**config.mk**
```make
export PLATFORM = sky130hd
export DESIGN_NAME = pct_tracker
export DESIGN_NICKNAME = d
export VERILOG_FILES = /design/src/pct_sync2.v /design/src/pct_tracker.v
export VERILOG_INCLUDE_DIRS = /design/src /design/src/common
export SDC_FILE = /design/constraint.sdc
export NUM_CORES = 1
export LEC_CHECK = 0
export BUFFER_PORTS_ARGS = -buffer_cell sky130_fd_sc_hd__buf_2
export CAP_MARGIN = 20
export CORE_ASPECT_RATIO = 0.75
export CORE_UTILIZATION = 55
export DETAILED_ROUTE_END_ITERATION = 12
export GPL_TIMING_DRIVEN = 0
export PLACE_DENSITY = 0.72
export SLEW_MARGIN = 20
export SYNTH_ARGS = -nofsm -noshare
export SYNTH_HDL_FRONTEND = slang
export SYNTH_SLANG_ARGS = --single-unit
```
**constraint.sdc**
```tcl
create_clock -name sys_clk -period 4 [get_ports sys_clk]
set_input_delay 0.4 -clock sys_clk [delete_from_list [all_inputs] [get_ports sys_clk]]
set_output_delay 0.4 -clock sys_clk [all_outputs]
set_load 0.01 [all_outputs]
```
**src/common/pct_defines.vh**
```
// Timing, width and reset constants for the pot compensation tracker.
// Included by the tracker sources; definitions only.
`ifndef PCT_DEFINES_VH
`define PCT_DEFINES_VH

// Clock rate and derived hold and step timing
`define PCT_CLK_HZ          50000000
`define PCT_HOLD_US         1500
`define PCT_HOLD_CYCLES     ((`PCT_HOLD_US * (`PCT_CLK_HZ / 1000000)))
`define PCT_STEP_HZ         10000
`define PCT_STEP_CYCLES     (`PCT_CLK_HZ / `PCT_STEP_HZ)

// Wiper geometry
`define PCT_POS_WIDTH       6
`define PCT_POS_MAX         6'h3F
`define PCT_CAL_STEPS       7'h3F
`define PCT_OVF_LIMIT       7'h3F
`define PCT_POS_RESET       6'h00

`endif

```
**src/pct_sync2.v**
```verilog
// Two-stage synchroniser for a single asynchronous level.
// Assumes the input is a pin outside the sys_clk domain.
`timescale 1ns/100ps
`default_nettype none
module pct_sync2 (
	// Clock and reset
	input  wire sys_clk,
	input  wire reset,
	// Level in and out
	input  wire async_in,
	output reg  sync_out
);
	reg stage1;

	always @(posedge sys_clk) begin
		if (reset) begin
			stage1   <= 1'b0;
			sync_out <= 1'b0;
		end else begin
			stage1   <= async_in;
			sync_out <= stage1;
		end
	end
endmodule // pct_sync2
`default_nettype wire

```
**src/pct_tracker.v**
```verilog
// Pot compensation tracker: steps an external up/down potentiometer until
// the comparator flips, and keeps a running wiper position count.
// Assumes the comparator and enable pins are asynchronous to sys_clk;
// host-side register access is reduced to plain ports.
`timescale 1ns/100ps
`default_nettype none
`include "pct_defines.vh"
module pct_tracker #(
	parameter POS_WIDTH   = `PCT_POS_WIDTH,
	parameter HOLD_CYCLES = `PCT_HOLD_CYCLES,
	parameter STEP_CYCLES = `PCT_STEP_CYCLES
) (
	// Clock and reset
	input  wire                 sys_clk,
	input  wire                 reset,
	// Comparator: high when sensed input is above half supply
	input  wire                 comp_above,
	// Enable pins and host virtual enables
	input  wire                 cal_enable_pin,
	input  wire                 track_enable_pin,
	input  wire                 cal_enable_host,
	input  wire                 track_enable_host,
	// Potentiometer control
	output reg                  pot_select_n,
	output reg                  pot_step,
	// Status to host
	output reg  [POS_WIDTH-1:0] running_position_counter,
	output reg                  out_of_range_flag,
	output wire                 busy
);

	// ----------------------------------------
	// States
	// ----------------------------------------
	localparam [4:0] ST_IDLE  = 5'h01;
	localparam [4:0] ST_HOLD  = 5'h02;
	localparam [4:0] ST_STEP  = 5'h04;
	localparam [4:0] ST_SETTL = 5'h08;
	localparam [4:0] ST_DONE  = 5'h10;

	localparam [POS_WIDTH-1:0] POS_MAX = {POS_WIDTH{1'b1}};
	localparam [6:0] CAL_STEPS = `PCT_CAL_STEPS;
	localparam [6:0] OVF_LIMIT = `PCT_OVF_LIMIT;

	// ----------------------------------------
	// Input synchronisers
	// ----------------------------------------
	wire comp_s;
	wire cal_pin_s;
	wire trk_pin_s;

	pct_sync2 u_sync_comp (
		.sys_clk  (sys_clk),
		.reset    (reset),
		.async_in (comp_above),
		.sync_out (comp_s)
	);
	pct_sync2 u_sync_cal (
		.sys_clk  (sys_clk),
		.reset    (reset),
		.async_in (cal_enable_pin),
		.sync_out (cal_pin_s)
	);
	pct_sync2 u_sync_trk (
		.sys_clk  (sys_clk),
		.reset    (reset),
		.async_in (track_enable_pin),
		.sync_out (trk_pin_s)
	);

	// ----------------------------------------
	// Enable arbitration
	// ----------------------------------------
	wire cal_req = cal_pin_s | cal_enable_host;
	wire trk_req = (trk_pin_s | track_enable_host) & ~cal_req;
	reg  cal_req_d;
	reg  trk_req_d;
	wire cal_start = cal_req & ~cal_req_d;
	wire trk_start = trk_req & ~trk_req_d;

	// ----------------------------------------
	// Comparator edge detect
	// ----------------------------------------
	reg  comp_d;
	wire comp_edge = comp_s ^ comp_d;

	// ----------------------------------------
	// Sequencer registers
	// ----------------------------------------
	reg [4:0]  state;
	reg [4:0]  next_state;
	reg        adjust_enable_flop_a;  // calibration preset run in progress
	reg        adjust_enable_flop_b;  // tracking in progress
	reg [6:0]  calibration_oneshot;   // up pulses still to send
	reg        dir_up;
	reg [31:0] hold_cnt;
	reg [31:0] step_cnt;
	reg [6:0]  ovf_cnt;
	reg        stop_pending;

	assign busy = (state != ST_IDLE);

	// Threshold above input means count up
	wire count_direction_logic = ~comp_s;
	wire in_preset = adjust_enable_flop_a & (calibration_oneshot != 7'h00);
	// One-shot overrides direction during the preset run
	wire direction_select_logic = in_preset ? 1'b1 : count_direction_logic;

	// Step waveform: long high for up, short high for down (inverse duty)
	wire [31:0] high_len = dir_up ? (STEP_CYCLES - STEP_CYCLES / 4) : (STEP_CYCLES / 4);
	wire step_period_end = (step_cnt == STEP_CYCLES - 1);
	// A line still high from an up-direction hold cannot rise yet;
	// that first period only lowers it, and is neither sent nor counted
	wire step_rise = (state == ST_STEP) && (step_cnt == 32'h0) && !pot_step;
	wire pot_pulse_gate = step_rise;

	// Edges during the preset run are ignored; decrement phase stops on one
	wire calibrate_stop_logic = comp_edge & ~in_preset;

	// ----------------------------------------
	// Next state
	// ----------------------------------------
	always @* begin
		next_state = state;
		case (state)
		ST_IDLE: begin
			if (cal_start | trk_start)
				next_state = ST_HOLD;
		end
		ST_HOLD: begin
			if (hold_cnt == HOLD_CYCLES - 1)
				next_state = ST_STEP;
		end
		ST_STEP: begin
			// Preset end first: an edge from the last up pulse must not end the run
			if (step_period_end && adjust_enable_flop_a &&
				calibration_oneshot == 7'h00)
				next_state = ST_SETTL;
			else if (step_period_end && (stop_pending || out_of_range_flag))
				next_state = ST_DONE;
		end
		ST_SETTL: begin
			next_state = ST_HOLD;
		end
		ST_DONE: begin
			if (!cal_req && !trk_req)
				next_state = ST_IDLE;
		end
		default: begin
			next_state = ST_IDLE;
		end
		endcase
	end

	// ----------------------------------------
	// Sequencer and pot outputs
	// ----------------------------------------
	always @(posedge sys_clk) begin
		if (reset) begin
			state                <= ST_IDLE;
			cal_req_d            <= 1'b0;
			trk_req_d            <= 1'b0;
			comp_d               <= 1'b0;
			adjust_enable_flop_a <= 1'b0;
			adjust_enable_flop_b <= 1'b0;
			calibration_oneshot  <= 7'h00;
			dir_up               <= 1'b0;
			hold_cnt             <= 32'h0;
			step_cnt             <= 32'h0;
			stop_pending         <= 1'b0;
			pot_select_n         <= 1'b1;
			pot_step             <= 1'b0;
		end else begin
			state     <= next_state;
			cal_req_d <= cal_req;
			trk_req_d <= trk_req;
			comp_d    <= comp_s;
			case (state)
			ST_IDLE: begin
				pot_select_n <= 1'b1;
				pot_step     <= comp_s;
				stop_pending <= 1'b0;
				hold_cnt     <= 32'h0;
				step_cnt     <= 32'h0;
				if (cal_start) begin
					adjust_enable_flop_a <= 1'b1;
					adjust_enable_flop_b <= 1'b0;
					calibration_oneshot  <= CAL_STEPS;
				end else if (trk_start) begin
					adjust_enable_flop_a <= 1'b0;
					adjust_enable_flop_b <= 1'b1;
				end
			end
			ST_HOLD: begin
				// Direction sits on the step line before select falls
				pot_select_n <= 1'b1;
				dir_up       <= direction_select_logic;
				pot_step     <= direction_select_logic;
				hold_cnt     <= hold_cnt + 32'h1;
				step_cnt     <= 32'h0;
				stop_pending <= 1'b0;
				if (hold_cnt == HOLD_CYCLES - 1)
					pot_select_n <= 1'b0;
				// Pin requests lag host ones by the synchroniser; a calibration
				// edge early in the hold still overrides a tracking start
				if (cal_start && hold_cnt < 32'h4) begin
					adjust_enable_flop_a <= 1'b1;
					adjust_enable_flop_b <= 1'b0;
					calibration_oneshot  <= CAL_STEPS;
				end
			end
			ST_STEP: begin
				pot_select_n <= 1'b0;
				step_cnt     <= step_period_end ? 32'h0 : step_cnt + 32'h1;
				// Rise at the period start of each step, then fall at high_len
				if (step_cnt == 32'h0)
					pot_step <= 1'b1;
				else if (step_cnt == high_len)
					pot_step <= 1'b0;
				if (calibrate_stop_logic)
					stop_pending <= 1'b1;
				if (step_rise && in_preset)
					calibration_oneshot <= calibration_oneshot - 7'h01;
			end
			ST_SETTL: begin
				// Preset done: reselect so the pot latches the new direction
				pot_select_n         <= 1'b1;
				hold_cnt             <= 32'h0;
				// Search phase runs as a tracking pass from the loaded maximum
				adjust_enable_flop_a <= 1'b0;
				adjust_enable_flop_b <= 1'b1;
			end
			ST_DONE: begin
				pot_select_n         <= 1'b1;
				pot_step             <= comp_s;
				adjust_enable_flop_a <= 1'b0;
				adjust_enable_flop_b <= 1'b0;
			end
			default: begin
				pot_select_n <= 1'b1;
			end
			endcase
		end
	end

	// ----------------------------------------
	// Running position count and range flag
	// ----------------------------------------
	// Counter is never allowed to wrap, matching the saturating pot.
	always @(posedge sys_clk) begin
		if (reset) begin
			running_position_counter <= `PCT_POS_RESET;
			out_of_range_flag        <= 1'b0;
			ovf_cnt                  <= 7'h00;
		end else begin
			if (state == ST_IDLE && (cal_start | trk_start)) begin
				out_of_range_flag <= 1'b0;
				ovf_cnt           <= 7'h00;
			end else if (comp_edge) begin
				ovf_cnt <= 7'h00;
			end
			if (pot_pulse_gate) begin
				if (in_preset) begin
					running_position_counter <= POS_MAX;
				end else if (dir_up) begin
					if (ovf_cnt >= OVF_LIMIT || running_position_counter == POS_MAX)
						out_of_range_flag <= 1'b1;
					else begin
						running_position_counter <= running_position_counter + 1'b1;
						ovf_cnt <= ovf_cnt + 7'h01;
					end
				end else begin
					if (running_position_counter == {POS_WIDTH{1'b0}})
						out_of_range_flag <= 1'b1;
					else
						running_position_counter <= running_position_counter - 1'b1;
				end
			end
		end
	end

endmodule // pct_tracker
`default_nettype wire

```
==> impl_metrics.xml <==
<?xml version="1.0" encoding="UTF-8"?>
<metrics>
  <group name="timing">
    <metric name="setup_tns" unit="ns">0</metric>
    <metric name="maxSlewHeadroom" unit="">0.248</metric>
    <metric name="hold_violations" unit="">0</metric>
    <metric name="hold_ws" unit="ns">0.268</metric>
    <metric name="max_slew.worst_pin.slew" unit="ns">1.12</metric>
    <metric name="period_share" unit="">0.718</metric>
    <metric name="timing.final.max_slew_violations" unit="">0</metric>
    <metric name="timing.final.crit_period" unit="ns">2.87</metric>
    <metric name="unrepaired_setup_endpoints_after_global_routing" unit="">no</metric>
    <metric name="fmax" unit="MHz">348</metric>
    <metric name="setup_viol" unit="">0</metric>
    <metric name="finalClockSkew" unit="ns">0.00655</metric>
  </group>
  <group name="critical_path">
    <metric name="crit_arrival" unit="ns">3.15</metric>
    <metric name="worst_setup_path_startpoint" unit="">state[0]</metric>
    <metric name="worstSetupStartpointType" unit="">flop</metric>
    <metric name="critical_path.max_fanout" unit="">10</metric>
    <metric name="reg2reg_to" unit="">step_cnt[30]</metric>
    <metric name="critPathCapture" unit="">step_cnt[30]</metric>
    <metric name="r2r_slack" unit="ns">1.13</metric>
    <metric name="worstPathRequired" unit="ns">4.28</metric>
    <metric name="worst-setup-path-type" unit="">reg2reg</metric>
    <metric name="worstSetupEndpointType" unit="">flop</metric>
    <metric name="ff2ff_path_depth" unit="">7</metric>
    <metric name="r2r-start" unit="">state[0]</metric>
  </group>
  <group name="power_and_ir_drop">
    <metric name="lkg_pwr" unit="nW">2.18</metric>
    <metric name="power_density" unit="nW/um^2">496</metric>
    <metric name="seq_power_share" unit="">0.388</metric>
    <metric name="power.clock.fraction" unit="">0.346</metric>
    <metric name="combPwrFrac" unit="">0.266</metric>
    <metric name="totalPowerFinal" unit="mW">2.94</metric>
    <metric name="cellInternalPower" unit="mW">1.98</metric>
    <metric name="vdd.ir_drop.worst" unit="V">0.000299</metric>
    <metric name="switching_power" unit="mW">0.960</metric>
    <metric name="p_sw_frac" unit="">0.326</metric>
  </group>
  <group name="global_route">
    <metric name="antenna_found_initial" unit="">0</metric>
    <metric name="first_global_vias" unit="">4623</metric>
    <metric name="grt_pass1_wl" unit="um">22300</metric>
    <metric name="grt_util_all_layers" unit="">0.282</metric>
    <metric name="globalRouteOverflowTotal" unit="">0</metric>
    <metric name="largest_net_degree_at_the_start_of_global_routing" unit="">17</metric>
  </group>
  <group name="drt">
    <metric name="drt_iter0_markers" unit="">473</metric>
    <metric name="final_antenna_net_count" unit="">0</metric>
    <metric name="via_density_per_instance" unit="">6.20</metric>
    <metric name="detail_route.wirelength" unit="um">13400</metric>
    <metric name="route.detailed.drc" unit="">0</metric>
    <metric name="first_pass_iters" unit="">5</metric>
    <metric name="drt-wirelength-per-cell" unit="um">16.1</metric>
    <metric name="routed-via-count" unit="">5156</metric>
  </group>
  <group name="layout">
    <metric name="area_used_by_multi_input_combinational_logic" unit="um^2">3110</metric>
    <metric name="antenna_cells_inserted" unit="">0</metric>
    <metric name="final_layout_size_suffix_gt1_frac" unit="">0.0625</metric>
    <metric name="area.sequential" unit="um^2">2080</metric>
    <metric name="growth_of_design_area_from_synthesis_to_finish" unit="%">10.9</metric>
    <metric name="finish.net_count" unit="">717</metric>
    <metric name="stdcell_count" unit="">832</metric>
    <metric name="nFillCells" unit="">846</metric>
    <metric name="cell_area_after_layout" unit="um^2">5940</metric>
  </group>
  <group name="clock_network">
    <metric name="cts-resized-gates" unit="">0</metric>
    <metric name="tritoncts" unit="">built</metric>
    <metric name="cts.path.max_buffers" unit="">2</metric>
    <metric name="holdBufCountCts" unit="">0</metric>
    <metric name="cts_setup_buffers" unit="">0</metric>
    <metric name="worstSkewPairLatency" unit="ns">0.35</metric>
    <metric name="clk_root_buffer_cell" unit="">clkbuf_16</metric>
    <metric name="ctsHtreeMaxLevel" unit="">3</metric>
    <metric name="clock_sinks" unit="">104</metric>
    <metric name="clock_edge_transition_at_the_registers_on_the_reported_setup_and_hold_paths" unit="ns">0.07</metric>
    <metric name="cts-buffers-inserted" unit="">9</metric>
  </group>
  <group name="flow_run">
    <metric name="drv.max_cap_violation_count" unit="">0</metric>
  </group>
  <group name="synthesis">
    <metric name="synth_flop_cell" unit="">dfxtp_1</metric>
    <metric name="synth-warning-count" unit="">0</metric>
    <metric name="syn_nets" unit="">691</metric>
    <metric name="synth_seq_cells" unit="">104</metric>
    <metric name="syn_avg_cell_area" unit="um^2">7.96</metric>
    <metric name="synth_seq_area_share" unit="">0.389</metric>
    <metric name="postSynth.asyncResetShare" unit="">0</metric>
    <metric name="synth_cells" unit="">673</metric>
    <metric name="synth_enable_flop_cells" unit="">0</metric>
    <metric name="post_synth_cell_types" unit="">56</metric>
    <metric name="syn_area" unit="um^2">5350</metric>
  </group>
  <group name="floorplanning">
    <metric name="die_y" unit="um">87.4</metric>
    <metric name="design.die.area" unit="um^2">10100</metric>
    <metric name="initial_utilization" unit="">0.580</metric>
    <metric name="rows" unit="">30</metric>
    <metric name="die_width" unit="um">116</metric>
    <metric name="core_area" unit="um^2">9230</metric>
    <metric name="floorplan.io_pins" unit="">17</metric>
  </group>
  <group name="placed_design">
    <metric name="placedInstanceArea" unit="um^2">5590</metric>
    <metric name="placedCellCount" unit="">816</metric>
    <metric name="final_gp_congestion" unit="">0.863</metric>
    <metric name="io_buffer_count" unit="">15</metric>
    <metric name="place.detailed.hpwl" unit="um">9560</metric>
  </group>
  <group name="worst_hold_path">
    <metric name="worstHoldPathType" unit="">in2reg</metric>
  </group>
  <group name="status">
    <metric name="outcome" unit="">complete, no violations</metric>
  </group>
</metrics>
## state kept, by name, summed over array words and instances (netlist names), 5 cells and up
name / cells
hold_cnt: 32
step_cnt: 32
calibration_oneshot: 7
ovf_cnt: 7
running_position_counter: 6
state: 5
## power by group through the flow
| stage | Sequential [mW] | Clock (mW) | Combinational (mW) |
|---|---|---|---|
| 2_1_floorplan | 1.15 | 0 | 0.572 |
| 3_3_place_gp | 1.16 | 0 | 0.742 |
| 3_5_place_dp | 1.16 | 0 | 0.758 |
| 4_1_cts | 1.14 | 1.03 | 0.769 |
| 5_1_grt | 1.15 | 1.07 | 0.871 |
| 6_report | 1.14 | 1.02 | 0.784 |
## worst max-delay path, cell delays in order, from the launching register on
cell and delay (ns):
dfxtp_1 0.33, clkbuf_1 0.24, nor4_1 0.47, nand3_1 0.22, a31oi_1 0.73, clkbuf_1 0.52
nand3_1 0.12, o21ai_0 0.16
## cells by family (layout without fill, tap and decap cells)
group / Yosys count / after routing / share of synthesized area
AOI/OAI and AO/OA: 165 / 165 / 0.192
xor gates and xnor gates: 38 / 38 / 0.0622
adders and majority gates: 11 / 11 / 0.0271
buffers and inverters: 44 / 75 / 0.0311
DFF: 104 / 104 / 0.389
and+or+nand+nor: 311 / 311 / 0.299
## layout make-up
type / count / share of cell area
inverters: 13 / 0.00822
well taps: 128 / 0.0270
clock buffers: 11 / 0.0409
flip-flops and latches: 104 / 0.351
multi-input cells: 525 / 0.523
repair buffers: 15 / 0.0126
clock inverters: 5 / 0.0175
plain buffers: 31 / 0.0198
## layout by cell type, fill, tap and decap left out, drive strengths merged, types with 23 or more instances in the layout
cell type	synthesis	layout
nand3	40	40
o21ai	68	68
a21oi	26	26
nor2	83	83
nand4	28	28
clkbuf	29	40
xor2	23	23
nand2	54	54
dfxtp	104	104
## cell usage after synthesis (all sizes together) (5+ instances only)
library cell  count  share of area
and4              5         0.0082
a311oi            5         0.0082
inv              13         0.0091
or4               6         0.0098
nor4             20          0.026
o21ai            68          0.064
o31ai             6         0.0084
nor2             83          0.058
xnor2            15          0.025
clkbuf           29          0.020
nand2            54          0.038
a21o              8          0.011
nor3             18          0.017
ha               10          0.023
dfxtp           104           0.39
a21oi            26          0.024
nand2b            7         0.0082
nand4            28          0.033
or3               5         0.0058
nor2b             8         0.0093
a211oi            7         0.0098
a31oi            15          0.018
xor2             23          0.038
and2              6         0.0070
nand3            40          0.037
and3             20          0.025
## routing by layer
layer / global-route usage / share of wire
met1: 0.389 / 0.48
met2: 0.448 / 0.45
met4: 0.0641 / 0.0096
met3: 0.0619 / 0.064
met5: 0 / 0
## through the flow
step	setup slack, ns	utilization
2_1_floorplan	1.61	-
3_3_place_gp	1.26	0.605
3_5_place_dp	1.20	0.605
4_1_cts	1.18	0.643
5_1_grt	0.823	0.643
6_report	1.13	0.643
## how the worst min path moves through the flow
stage,slack [ns],to,startpoint,cells past startpoint
finish,0.27,u_sync_comp.stage1,comp_above,2
global route,0.27,u_sync_comp.stage1,comp_above,2
CTS,0.27,u_sync_trk.stage1,track_enable_pin,2
detailed placement,0.44,u_sync_trk.sync_out,u_sync_trk.stage1,1
global placement,0.43,u_sync_trk.sync_out,u_sync_trk.stage1,1
floorplan,0.41,u_sync_cal.sync_out,u_sync_cal.stage1,1
Note: power is estimated with default switching activity, not from simulation.
